--- config.mk ---
export PLATFORM = sky130hd
export DESIGN_NAME = iop_port_ctrl
export DESIGN_NICKNAME = d
export VERILOG_FILES = /design/src/verilog/iop_pkg.sv /design/src/verilog/iop_port_ctrl.sv /design/src/verilog/iop_sync.sv
export SDC_FILE = /design/constraint.sdc
export NUM_CORES = 1
export LEC_CHECK = 0
export ABC_AREA = 1
export BUFFER_PORTS_ARGS = -buffer_cell sky130_fd_sc_hd__buf_2
export CELL_PAD_IN_SITES_DETAIL_PLACEMENT = 0
export CELL_PAD_IN_SITES_GLOBAL_PLACEMENT = 2
export CORE_MARGIN = 2
export CORE_UTILIZATION = 30
export CTS_BUF_LIST = sky130_fd_sc_hd__clkbuf_16
export DETAILED_ROUTE_END_ITERATION = 8
export PLACE_DENSITY = 0.89
export SETUP_SLACK_MARGIN = 0.5
export SLEW_MARGIN = 10
export SYNTH_ARGS = -nofsm -noshare
export SYNTH_HDL_FRONTEND = slang
export SYNTH_SLANG_ARGS = --single-unit
--- constraint.sdc ---
create_clock -name CORE_CLK_I -period 1.33 [get_ports CORE_CLK_I]
set_input_delay 0.1995 -clock CORE_CLK_I [delete_from_list [all_inputs] [get_ports CORE_CLK_I]]
set_output_delay 0.1995 -clock CORE_CLK_I [all_outputs]
set_load 0.05 [all_outputs]
--- src/verilog/iop_pkg.sv ---
/*
 * Shared constants for the port pin control block: register offsets,
 * field positions, reset values, bus response codes and pin functions.
 * Assumes a 32-bit AXI4-Lite register bus with byte addresses.
 */
package iop_pkg;

  // ****************************************************************
  // Register offsets (byte addresses).
  // ****************************************************************
  localparam logic [7:0] OFS_P3_DIR   = 8'h00;
  localparam logic [7:0] OFS_P3_DATA  = 8'h04;
  localparam logic [7:0] OFS_SER_CTRL = 8'h08;
  localparam logic [7:0] OFS_P2_CTRL  = 8'h0c;
  localparam logic [7:0] OFS_P5_CTRL  = 8'h10;
  localparam logic [7:0] OFS_STATUS   = 8'h14;

  // ****************************************************************
  // Field positions.
  // ****************************************************************
  localparam int SER_RXEN_BIT = 0;
  localparam int SER_CKL_BIT  = 1;
  localparam int SER_CKH_BIT  = 2;
  localparam int SER_COM_BIT  = 3;
  localparam int PX_DIR_LSB   = 0;
  localparam int PX_DATA_LSB  = 4;
  localparam int ST_RX_BIT    = 0;
  localparam int ST_CLKF_LSB  = 1;

  // ****************************************************************
  // Reset values.
  // ****************************************************************
  localparam logic [7:0] P3_DIR_RST   = 8'h00;
  localparam logic [7:0] P3_DATA_RST  = 8'h00;
  localparam logic [3:0] SER_CTRL_RST = 4'h0;
  localparam logic [1:0] PX_DIR_RST   = 2'h0;
  localparam logic [1:0] PX_DATA_RST  = 2'h0;

  // ****************************************************************
  // Bus responses and synchroniser depth.
  // ****************************************************************
  localparam logic [1:0] RESP_OKAY   = 2'h0;
  localparam logic [1:0] RESP_SLVERR = 2'h2;
  localparam int         SYNC_STAGES = 2;

  // ****************************************************************
  // Function of the shared serial clock pin.
  // ****************************************************************
  typedef enum logic [1:0] {
    CLKF_GPIO,
    CLKF_OUT,
    CLKF_IN
  } iop_clkf_t;

endpackage : iop_pkg

--- src/verilog/iop_port_ctrl.sv ---
/*
 * Port three pin logic with direction and data registers, the pin
 * function selection of the shared serial receive and clock pins,
 * and the two-wire bus override of port five pins six and seven.
 * Assumes an AXI4-Lite master and pin inputs asynchronous to the clock.
 */
// Chosen here: the register offsets and register access over AXI4-Lite.
// Operation
// Port three direction bits select output on one, input on zero; reset zero.
// Port three data resets to zero; output pins drive their data bit.
// Data read returns stored value for bits whose direction is one.
// Data read returns pin level for bits whose direction is zero.
// Receiver enable makes shared receive pin a serial input, ignoring direction.
// Receiver disabled: shared receive pin follows its direction bit.
// High clock select makes shared clock pin a clock input.
// High clear, low set: shared clock pin drives the serial clock.
// Both selects clear, synchronous mode: shared clock pin drives the clock.
// Selects and mode clear: shared clock pin follows its direction bit.
// Two-wire bus settings override general settings on port five pins.
// Input pin levels are synchronised before they are read back.
`timescale 1ns/100ps
module iop_port_ctrl #(
  parameter int ADDR_W = 8
) (
  input  wire logic              CORE_CLK_I,
  input  wire logic              RESET_N_I,
  input  wire logic [ADDR_W-1:0] S_AWADDR_I,
  input  wire logic              S_AWVALID_I,
  output logic                   S_AWREADY_O,
  input  wire logic [31:0]       S_WDATA_I,
  input  wire logic [3:0]        S_WSTRB_I,
  input  wire logic              S_WVALID_I,
  output logic                   S_WREADY_O,
  output logic [1:0]             S_BRESP_O,
  output logic                   S_BVALID_O,
  input  wire logic              S_BREADY_I,
  input  wire logic [ADDR_W-1:0] S_ARADDR_I,
  input  wire logic              S_ARVALID_I,
  output logic                   S_ARREADY_O,
  output logic [31:0]            S_RDATA_O,
  output logic [1:0]             S_RRESP_O,
  output logic                   S_RVALID_O,
  input  wire logic              S_RREADY_I,
  input  wire logic [7:0]        P3_IN_I,
  output logic [7:0]             P3_OUT_O,
  output logic [7:0]             P3_OE_O,
  input  wire logic              RXPIN_IN_I,
  output logic                   RXPIN_OUT_O,
  output logic                   RXPIN_OE_O,
  input  wire logic              CLKPIN_IN_I,
  output logic                   CLKPIN_OUT_O,
  output logic                   CLKPIN_OE_O,
  input  wire logic [1:0]        P5_IN_I,
  output logic [1:0]             P5_OUT_O,
  output logic [1:0]             P5_OE_O,
  input  wire logic              SER_CLK_OUT_I,
  output logic                   SER_RXD_O,
  output logic                   SER_CLK_IN_O,
  input  wire logic              TWI_EN_I,
  input  wire logic              TWI_SCL_LOW_I,
  input  wire logic              TWI_SDA_LOW_I,
  output logic                   TWI_SCL_IN_O,
  output logic                   TWI_SDA_IN_O
);

  // ****************************************************************
  // State.
  // ****************************************************************
  logic [7:0]        dir_q;
  logic [7:0]        data_q;
  logic [3:0]        ser_q;
  logic [1:0]        p2_dir_q;
  logic [1:0]        p2_data_q;
  logic [1:0]        p5_dir_q;
  logic [1:0]        p5_data_q;
  logic [ADDR_W-1:0] awaddr_q;
  logic [31:0]       wdata_q;
  logic              wstrb0_q;
  logic              wr_fire;
  logic              wr_byte;
  logic [11:0]       pins_raw;
  logic [11:0]       pins_s;
  logic [7:0]        p3_s;
  logic [1:0]        p2_s;
  logic [1:0]        p5_s;
  logic [7:0]        p2_rb;
  logic [7:0]        p5_rb;
  logic              rx_oe_d;
  logic              rx_out_d;
  logic              clk_oe_d;
  logic              clk_out_d;
  logic [1:0]        p5_oe_d;
  logic [1:0]        p5_out_d;
  iop_pkg::iop_clkf_t clkf;

  // ****************************************************************
  // Helpers.
  // ****************************************************************
  // Output bits read back the stored value, input bits the pin.
  function automatic logic [7:0] readback(input logic [7:0] dir,
                                          input logic [7:0] dat,
                                          input logic [7:0] pin);
    readback = (dir & dat) | (~dir & pin);
  endfunction : readback

  function automatic logic mapped(input logic [7:0] a);
    if (a == iop_pkg::OFS_P3_DIR) begin
      mapped = 1'b1;
    end else if (a == iop_pkg::OFS_P3_DATA) begin
      mapped = 1'b1;
    end else if (a == iop_pkg::OFS_SER_CTRL) begin
      mapped = 1'b1;
    end else if (a == iop_pkg::OFS_P2_CTRL) begin
      mapped = 1'b1;
    end else if (a == iop_pkg::OFS_P5_CTRL) begin
      mapped = 1'b1;
    end else if (a == iop_pkg::OFS_STATUS) begin
      mapped = 1'b1;
    end else begin
      mapped = 1'b0;
    end
  endfunction : mapped

  // ****************************************************************
  // Pin input synchronisers.
  // ****************************************************************
  assign pins_raw = {P5_IN_I, RXPIN_IN_I, CLKPIN_IN_I, P3_IN_I};

  // two-flop capture
  iop_sync #(
    .W (12)
  ) u_sync (
    .clk_i   (CORE_CLK_I),
    .rst_n_i (RESET_N_I),
    .d_i     (pins_raw),
    .q_o     (pins_s)
  );

  assign p3_s = pins_s[7:0];
  assign p2_s = pins_s[9:8];
  assign p5_s = pins_s[11:10];

  assign p2_rb = readback({6'h00, p2_dir_q}, {6'h00, p2_data_q}, {6'h00, p2_s});
  assign p5_rb = readback({6'h00, p5_dir_q}, {6'h00, p5_data_q}, {6'h00, p5_s});

  // ****************************************************************
  // Write channel.
  // ****************************************************************
  assign wr_fire = !S_AWREADY_O && !S_WREADY_O && !S_BVALID_O;
  assign wr_byte = wr_fire && wstrb0_q;

  always_ff @(posedge CORE_CLK_I or negedge RESET_N_I) begin
    if (!RESET_N_I) begin
      S_AWREADY_O <= 1'b1;
      awaddr_q    <= '0;
    end else if (S_AWVALID_I && S_AWREADY_O) begin
      S_AWREADY_O <= 1'b0;
      awaddr_q    <= S_AWADDR_I;
    end else if (S_BVALID_O && S_BREADY_I) begin
      S_AWREADY_O <= 1'b1;
    end
  end

  always_ff @(posedge CORE_CLK_I or negedge RESET_N_I) begin
    if (!RESET_N_I) begin
      S_WREADY_O <= 1'b1;
      wdata_q    <= '0;
      wstrb0_q   <= 1'b0;
    end else if (S_WVALID_I && S_WREADY_O) begin
      S_WREADY_O <= 1'b0;
      wdata_q    <= S_WDATA_I;
      wstrb0_q   <= S_WSTRB_I[0];
    end else if (S_BVALID_O && S_BREADY_I) begin
      S_WREADY_O <= 1'b1;
    end
  end

  always_ff @(posedge CORE_CLK_I or negedge RESET_N_I) begin
    if (!RESET_N_I) begin
      S_BVALID_O <= 1'b0;
      S_BRESP_O  <= iop_pkg::RESP_OKAY;
    end else if (wr_fire) begin
      S_BVALID_O <= 1'b1;
      S_BRESP_O  <= mapped(8'(awaddr_q)) ? iop_pkg::RESP_OKAY : iop_pkg::RESP_SLVERR;
    end else if (S_BREADY_I) begin
      S_BVALID_O <= 1'b0;
    end
  end

  // ****************************************************************
  // Registers.
  // ****************************************************************
  // direction store
  always_ff @(posedge CORE_CLK_I or negedge RESET_N_I) begin
    if (!RESET_N_I) begin
      dir_q <= iop_pkg::P3_DIR_RST;
    end else if (wr_byte && 8'(awaddr_q) == iop_pkg::OFS_P3_DIR) begin
      dir_q <= wdata_q[7:0];
    end
  end

  // data store
  always_ff @(posedge CORE_CLK_I or negedge RESET_N_I) begin
    if (!RESET_N_I) begin
      data_q <= iop_pkg::P3_DATA_RST;
    end else if (wr_byte && 8'(awaddr_q) == iop_pkg::OFS_P3_DATA) begin
      data_q <= wdata_q[7:0];
    end
  end

  always_ff @(posedge CORE_CLK_I or negedge RESET_N_I) begin
    if (!RESET_N_I) begin
      ser_q <= iop_pkg::SER_CTRL_RST;
    end else if (wr_byte && 8'(awaddr_q) == iop_pkg::OFS_SER_CTRL) begin
      ser_q <= wdata_q[3:0];
    end
  end

  always_ff @(posedge CORE_CLK_I or negedge RESET_N_I) begin
    if (!RESET_N_I) begin
      p2_dir_q  <= iop_pkg::PX_DIR_RST;
      p2_data_q <= iop_pkg::PX_DATA_RST;
    end else if (wr_byte && 8'(awaddr_q) == iop_pkg::OFS_P2_CTRL) begin
      p2_dir_q  <= wdata_q[iop_pkg::PX_DIR_LSB +: 2];
      p2_data_q <= wdata_q[iop_pkg::PX_DATA_LSB +: 2];
    end
  end

  always_ff @(posedge CORE_CLK_I or negedge RESET_N_I) begin
    if (!RESET_N_I) begin
      p5_dir_q  <= iop_pkg::PX_DIR_RST;
      p5_data_q <= iop_pkg::PX_DATA_RST;
    end else if (wr_byte && 8'(awaddr_q) == iop_pkg::OFS_P5_CTRL) begin
      p5_dir_q  <= wdata_q[iop_pkg::PX_DIR_LSB +: 2];
      p5_data_q <= wdata_q[iop_pkg::PX_DATA_LSB +: 2];
    end
  end

  // ****************************************************************
  // Read channel.
  // ****************************************************************
  // Direction bits are write-only and read as zero.
  always_ff @(posedge CORE_CLK_I or negedge RESET_N_I) begin
    if (!RESET_N_I) begin
      S_ARREADY_O <= 1'b1;
      S_RVALID_O  <= 1'b0;
      S_RDATA_O   <= '0;
      S_RRESP_O   <= iop_pkg::RESP_OKAY;
    end else if (S_ARVALID_I && S_ARREADY_O) begin
      S_ARREADY_O <= 1'b0;
      S_RVALID_O  <= 1'b1;
      S_RDATA_O   <= '0;
      S_RRESP_O   <= iop_pkg::RESP_OKAY;
      if (8'(S_ARADDR_I) == iop_pkg::OFS_P3_DATA) begin
        // direction-dependent readback
        S_RDATA_O[7:0] <= readback(dir_q, data_q, p3_s);
      end else if (8'(S_ARADDR_I) == iop_pkg::OFS_SER_CTRL) begin
        S_RDATA_O[3:0] <= ser_q;
      end else if (8'(S_ARADDR_I) == iop_pkg::OFS_P2_CTRL) begin
        S_RDATA_O[iop_pkg::PX_DATA_LSB +: 2] <= p2_rb[1:0];
      end else if (8'(S_ARADDR_I) == iop_pkg::OFS_P5_CTRL) begin
        S_RDATA_O[iop_pkg::PX_DATA_LSB +: 2] <= p5_rb[1:0];
      end else if (8'(S_ARADDR_I) == iop_pkg::OFS_STATUS) begin
        S_RDATA_O[iop_pkg::ST_RX_BIT]      <= ser_q[iop_pkg::SER_RXEN_BIT];
        S_RDATA_O[iop_pkg::ST_CLKF_LSB +: 2] <= clkf;
      end else if (!mapped(8'(S_ARADDR_I))) begin
        S_RRESP_O <= iop_pkg::RESP_SLVERR;
      end
    end else if (S_RVALID_O && S_RREADY_I) begin
      S_ARREADY_O <= 1'b1;
      S_RVALID_O  <= 1'b0;
    end
  end

  // ****************************************************************
  // Pin function selection.
  // ****************************************************************
  always_comb begin
    // clock pin priority
    if (ser_q[iop_pkg::SER_CKH_BIT]) begin
      clkf = iop_pkg::CLKF_IN;
    end else if (ser_q[iop_pkg::SER_CKL_BIT]) begin
      clkf = iop_pkg::CLKF_OUT;
    end else if (ser_q[iop_pkg::SER_COM_BIT]) begin
      clkf = iop_pkg::CLKF_OUT;
    end else begin
      clkf = iop_pkg::CLKF_GPIO;
    end
  end

  always_comb begin
    case (clkf)
      iop_pkg::CLKF_IN: begin
        clk_oe_d  = 1'b0;
        clk_out_d = 1'b0;
      end
      iop_pkg::CLKF_OUT: begin
        clk_oe_d  = 1'b1;
        clk_out_d = SER_CLK_OUT_I;
      end
      default: begin
        clk_oe_d  = p2_dir_q[0];
        clk_out_d = p2_data_q[0];
      end
    endcase
  end

  always_comb begin
    // receive pin selection
    if (ser_q[iop_pkg::SER_RXEN_BIT]) begin
      rx_oe_d  = 1'b0;
      rx_out_d = 1'b0;
    end else begin
      rx_oe_d  = p2_dir_q[1];
      rx_out_d = p2_data_q[1];
    end
  end

  always_comb begin
    // two-wire bus override, open drain
    if (TWI_EN_I) begin
      p5_oe_d  = {TWI_SDA_LOW_I, TWI_SCL_LOW_I};
      p5_out_d = 2'h0;
    end else begin
      p5_oe_d  = p5_dir_q;
      p5_out_d = p5_data_q;
    end
  end

  // ****************************************************************
  // Registered pin drive.
  // ****************************************************************
  always_ff @(posedge CORE_CLK_I or negedge RESET_N_I) begin
    if (!RESET_N_I) begin
      P3_OUT_O     <= '0;
      P3_OE_O      <= '0;
      RXPIN_OUT_O  <= 1'b0;
      RXPIN_OE_O   <= 1'b0;
      CLKPIN_OUT_O <= 1'b0;
      CLKPIN_OE_O  <= 1'b0;
      P5_OUT_O     <= '0;
      P5_OE_O      <= '0;
    end else begin
      // port drive
      P3_OUT_O     <= data_q;
      P3_OE_O      <= dir_q;
      RXPIN_OUT_O  <= rx_out_d;
      RXPIN_OE_O   <= rx_oe_d;
      CLKPIN_OUT_O <= clk_out_d;
      CLKPIN_OE_O  <= clk_oe_d;
      P5_OUT_O     <= p5_out_d;
      P5_OE_O      <= p5_oe_d;
    end
  end

  always_ff @(posedge CORE_CLK_I or negedge RESET_N_I) begin
    if (!RESET_N_I) begin
      SER_RXD_O    <= 1'b1;
      SER_CLK_IN_O <= 1'b0;
      TWI_SCL_IN_O <= 1'b1;
      TWI_SDA_IN_O <= 1'b1;
    end else begin
      SER_RXD_O    <= ser_q[iop_pkg::SER_RXEN_BIT] ? p2_s[1] : 1'b1;
      SER_CLK_IN_O <= (clkf == iop_pkg::CLKF_IN) ? p2_s[0] : 1'b0;
      TWI_SCL_IN_O <= p5_s[0];
      TWI_SDA_IN_O <= p5_s[1];
    end
  end
endmodule : iop_port_ctrl

--- src/verilog/iop_sync.sv ---
/*
 * Two-flop level synchroniser for a bus of pin inputs.
 * Assumes the inputs may change at any time relative to the clock.
 */
`timescale 1ns/100ps
module iop_sync #(
  parameter int W = 8
) (
  input  wire logic         clk_i,
  input  wire logic         rst_n_i,
  input  wire logic [W-1:0] d_i,
  output logic      [W-1:0] q_o
);

  logic [W-1:0] meta_q;

  // ****************************************************************
  // The first stage feeds only the second stage.
  // ****************************************************************
  always_ff @(posedge clk_i or negedge rst_n_i) begin
    if (!rst_n_i) begin
      meta_q <= '0;
      q_o    <= '0;
    end else begin
      meta_q <= d_i;
      q_o    <= meta_q;
    end
  end

endmodule : iop_sync

==> results_dict.tcl, run 1 <==
set metrics [dict create \
    status "complete, but fails checks" \
    violations "negative setup slack" \
    rows 44 \
    grt_pass1_wl_um 16700 \
    gp_congestion 0.783 \
    cts.sinks 112 \
    synth_top_area_share_pct 59.3 \
    wirelength_um 10400 \
    start_util_pct 30.8 \
    hold_path.class "input port to register" \
    dp_cells 727 \
    place_area_um2 5170 \
    post-place-ws_ns -0.0192 \
    yosys-top-cells-area "dfrtp_1 (59%), nand2_1 (9.0%), buf_4 (4.5%)" \
    yosys_warnings 0 \
    layout-drive-gt1-share_pct 38.5 \
    slowest_delay_ns 0.41 \
    dr.pass1.iters 6 \
    io_pins 144 \
    root_buffer "clkbuf_16" \
    hold_depth 2 \
    fp.dieW_um 126 \
    core_um2 14500 \
    crit_buf_inv 1 \
    dp_hpwl_um 6770 \
    die-height_um 126 \
    fin_crit_ns 1.34 \
    layout_setup_ws_ns -0.00525 \
    die_area_um2 15900 \
    grt.overflow.total 0 \
    grt_max_degree 62 \
    route.detailed.drc 0 \
    end_kind "register" \
    worstPathCellList "nor2_4 -> nand3_2 -> nor2_4 -> buf_12 -> nand2_8 -> o21ai_2" \
    io_buffers 90 \
    path_class "register to register" \
    ys_types 25 \
    grt_pass1_vias 3328 \
    rsz0062_at_grt "true" \
    crit_cells 6 \
    synth_top_cell_by_area "dfrtp_1" \
    cp_common_cell "nor2_4" \
    syn_area_um2 4470 \
    setup_viol 2 \
    fin_hold_ws_ns 0.0227 \
    cts_buffers 9 \
    cts.path.max_buffers 2 \
    power_density_nw_per_um2 1840 \
    antenna_found_initial 1 \
    ant_nets 0 \
    min_period_over_period_pct 100 \
    crit_path_start_kind "register" \
    cp_data_arrival_time_ns 1.62 \
    drtIter0Drc 145 \
    synthToLayoutAreaGrowth_pct 44.1 \
    synth-seq-cells 112 \
    critPathTopFamily "simple AND/OR/NAND/NOR gates" \
    r2r_cells 6 \
    drv_cap 0 \
    clkTransAtPathRegs_ns 0.08 \
    cp_max_fo 8 \
    utilization_pct 44.4 \
    final_hold_viol_count 0 \
    max-vdd-ir-drop_v 0.00112 \
    clk_latency_ns 0.36 \
    via_count 3303 \
    syn_inst 448 \
    n_antenna_cell 0 \
    fmax_ghz 0.749 \
    route.detailed.wl_per_inst_um 13.2 \
    required_ns 1.61 \
    ys_seq_area_share_pct 62.8 \
    final_cells 786 \
    p_leak_nw 3.31 \
    via_per_inst 4.20 \
    postSynthAreaPerCell_um2 9.98 \
    stdcell_area_um2 6450 \
    layout.nets 672 \
    clock_skew_ns 0.0113 \
    h-tree-depth 3 \
    top_regs "u_sync.meta_q: 12 flops, u_sync.q_o: 12 flops" \
    critPathSlowestCell "dfrtp_1" \
    cts_tree "yes" \
    maxSlewViolCount 0 \
    grt_use_total_pct 13.5 \
]
==> cells in the mapped netlist <==
cell	n
nor2_1	48
nand2_1	107
o21ai_2	16
buf_6	2
nor2_2	2
mux2_2	5
nand4_4	1
nor3_2	2
o21ai_0	20
clkinv_1	2
nand3_1	25
buf_2	3
a21oi_1	15
a22o_1	1
dfrtp_1	106
inv_2	3
nor2_8	1
dfstp_2	6
nor2_4	1
o21ai_1	2
conb_1	1
buf_4	27
inv_1	42
nor3_1	2
nand2_2	8
==> through the flow <==
step / setup TNS [ns] / total power, W
4_1_cts: 0 / 0.0114
5_1_grt: -1.67 / 0.0125
6_report: -0.00579 / 0.0118
2_1_floorplan: -0.914 / 0.00697
3_3_place_gp: 0 / 0.00770
3_5_place_dp: -0.109 / 0.00778
==> worst paths after layout <==
path                                        from            end  slack [ns]
max in group asynchronous              RESET_N_I    S_ARREADY_O        0.64
worst min-delay path                  S_RREADY_I     S_RVALID_O        0.02
worst max register to register       awaddr_q[0]       dir_q[7]      -0.005
worst max-delay path                 awaddr_q[0]       dir_q[7]      -0.005
min in group asynchronous              RESET_N_I    awaddr_q[5]        0.36
worst min register to register  u_sync.meta_q[1]  u_sync.q_o[1]        0.34
==> area by class of cell <==
cell class / instances / area, µm²
fill: 1402 / 8090
sequential: 112 / 2810
multi-input combinational: 284 / 1600
timing repair buffer: 142 / 1310
tap: 184 / 230
clock buffer: 9 / 225
inverter: 47 / 184
clock inverter: 7 / 70.1
timing repair inverter: 1 / 16.3
==> cells by family after synthesis <==
group / Yosys count / share of synthesized area, %
AND/OR/NAND/NOR: 197 / 19.0
AO/OA/AOI/OAI: 54 / 7.47
flip-flops: 112 / 62.8
other: 1 / 0.0838
multiplexers: 5 / 1.26
buffers and inverters: 79 / 9.31
==> timing repair <==
item,CTS,global route
hold buffers,13,0
endpoints found under the hold margin,118,0
pin swaps,7,22
setup endpoints to repair,104,104
gates cloned,3,2
gates resized for setup,108,60
buffers inserted,15,10
==> routing by layer <==
layer	part of all wire, %	GRT usage [%]	wire length, µm
met3	5.5	3.53	574
met1	45	17.5	4670
met4	1.7	5.43	182
met5	0.12	0	13
met2	48	21.6	4970
==> placed cells by master (no fill, tap or decap), types with 16 or more instances in the layout <==
master / n
dfrtp_1: 105
nand2_1: 86
buf_2: 46
buf_6: 46
inv_1: 42
nor2_1: 39
conb_1: 26
nand3_1: 24
buf_4: 22
o21ai_2: 19
nand2_2: 16
==> report_power, final <==
part | switching [W] | internal (W)
combinational | 0.00271 | 0.00179
clock | 0.00135 | 0.00133
sequential | 0.000534 | 0.00413
total | 0.00459 | 0.00725
(Power assumes the default switching activity.)
==> run 2, diff against run 1 <==
Settings changed: CORE_ASPECT_RATIO set to 0.75, CORE_UTILIZATION 30 to 29, CTS_CLUSTER_DIAMETER set to 200, PLACE_DENSITY 0.89 to 0.86.
==> results_dict.tcl, run 2 (synthesized netlist as in run 1, its figures left out) <==
set metrics [dict create \
    end_kind "register" \
    max-vdd-ir-drop_v 0.00170 \
    clk_latency_ns 0.35 \
    ant_nets 0 \
    dp_hpwl_um 7210 \
    antenna_found_initial 0 \
    critPathSlowestCell "dfrtp_1" \
    fmax_ghz 0.749 \
    cp_data_arrival_time_ns 1.56 \
    clkPwrFrac_pct 23.0 \
    fin_crit_ns 1.34 \
    top_regs "u_sync.meta_q: 12 flops, u_sync.q_o: 12 flops" \
    grt_use_total_pct 13.3 \
    rsz0062_at_grt "true" \
    seqCellArea_um2 2810 \
    utilization_pct 44.7 \
    gp_congestion 0.788 \
    final_hold_viol_count 18 \
    cp_max_fo 8 \
    violations "negative hold slack, negative setup slack" \
    layout.nets 680 \
    required_ns 1.56 \
    multi_input_area_um2 1800 \
    power_density_nw_per_um2 1840 \
    start_util_pct 29.5 \
    grt_max_degree 34 \
    hold_buffers 12 \
    use_met1_pct 18.2 \
    layout_commonest_cell "dfrtp_1" \
    power_switching_share_pct 37.5 \
    io_buffers 90 \
    setup_viol 2 \
    r2r_cells 7 \
    via_count 3408 \
    cts_tree "yes" \
    crit_path_start_kind "register" \
    final_cells 815 \
    status "complete, but fails checks" \
    crit_cells 7 \
    layout_setup_ws_ns -0.00577 \
    cts.sinks 112 \
    worstPathCellList "nor2_4 -> nand2_2 -> inv_2 -> nand4_4 -> buf_12 -> nand2_4 -> o21ai_2" \
    drtIter0Drc 187 \
    p_leak_nw 3.36 \
    rows 39 \
    fin_hold_ws_ns -0.233 \
    clock_skew_ns 0.00819 \
    fill_cells 1411 \
    grt_pass1_vias 3392 \
    via_per_inst 4.18 \
    synthToLayoutAreaGrowth_pct 51.7 \
    p_int_w 0.00778 \
    min_period_over_period_pct 100 \
    total_power_w 0.0125 \
    dp_cells 750 \
    root_buffer "clkbuf_16" \
    cts.path.max_buffers 2 \
    p_sw_w 0.00467 \
    clkTransAtPathRegs_ns 0.07 \
    met3_usage_pct 4.34 \
    use_met2_pct 20.3 \
    dr.pass1.iters 4 \
    layout-drive-gt1-share_pct 43.3 \
    critPathTopFamily "simple AND/OR/NAND/NOR gates" \
    core_um2 15200 \
    die-height_um 112 \
    io_pins 144 \
    path_class "register to register" \
    final_cell_mix "dfrtp_1 (105), nand2_1 (84), buf_6 (53)" \
    slowest_delay_ns 0.41 \
    route.detailed.drc 0 \
    grt.busiest_layer "met2" \
    hold_path.class "input port to async pin" \
    seq_power_share_pct 37.7 \
    grt.overflow.total 0 \
    drv_cap 0 \
    wirelength_um 11000 \
    die_area_um2 16400 \
    crit_buf_inv 2 \
    cts_buffers 9 \
    power_frac_comb_pct 39.3 \
    n_antenna_cell 0 \
    h-tree-depth 3 \
    fp.dieW_um 147 \
    maxSlewViolCount 0 \
    route.detailed.wl_per_inst_um 13.4 \
    grt_pass1_wl_um 17000 \
]
run 2: metrics by stage:
step | setup TNS (ns) | setup WS (ns) | cell area (µm²) | hold slack, ns
3_5_place_dp | -0.102 | -0.0196 | 5230 | 0.144
3_3_place_gp | 0 | 0.00173 | 5230 | 0.134
2_1_floorplan | -0.914 | -0.0423 | 4610 | -0.0961
5_1_grt | -1.03 | -0.0974 | 6790 | -0.219
6_report | -0.00901 | -0.00577 | 6790 | -0.233
4_1_cts | 0 | 0.000910 | 6350 | -0.236
run 2: final timing paths:
path	startpoint	slack, ns	endpoint
max	awaddr_q[0]	-0.006	data_q[4]
min reg2reg	u_sync.meta_q[10]	0.35	u_sync.q_o[10]
max in group asynchronous	RESET_N_I	1.00	SER_RXD_O
max reg2reg	awaddr_q[0]	-0.006	data_q[4]
min	RESET_N_I	-0.23	u_sync.q_o[5]
min in group CORE_CLK_I	S_BREADY_I	0.03	S_BVALID_O
run 2: cell type report:
cell class,instances,area share (%)
Inverter,47,2.82
Multi-Input combinational cell,284,26.5
Timing Repair Buffer,151,20.8
Clock buffer,9,3.32
Clock inverter,7,1.38
Sequential cell,112,41.4
Tap cell,205,3.78
run 2: worst reg2reg max path: cells and delay by family, from the launching register on:
kind / cells / cell delay (ns)
flip-flops: 1 / 0.41
buffers and inverters: 2 / 0.28
AO/OA/AOI/OAI: 1 / 0.05
AND/OR/NAND/NOR: 4 / 0.47
run 2: power by group through the flow:
stage          combinational, W  sequential [W]  clock, W
2_1_floorplan           0.00149         0.00548         0
3_3_place_gp            0.00310         0.00462         0
3_5_place_dp            0.00316         0.00465         0
4_1_cts                 0.00428         0.00464   0.00297
5_1_grt                 0.00523         0.00477   0.00309
6_report                0.00489         0.00469   0.00287
run 2: timing repair:
| action | 4_1_cts | 5_1_grt |
|---|---|---|
| pin swaps | 15 | 30 |
| gates resized for setup | 135 | 92 |
| setup endpoints to repair | 104 | 104 |
| gates cloned | 3 | 1 |
| endpoints found under the hold margin | 30 | 18 |
| setup buffers | 22 | 11 |
run 2: routing by layer:
| metal | share of wire (%) | wire length, µm |
|---|---|---|
| met2 | 46 | 5070 |
| met3 | 6.1 | 672 |
| met1 | 46 | 5040 |
| met5 | 0 | 0 |
| met4 | 1.6 | 170 |
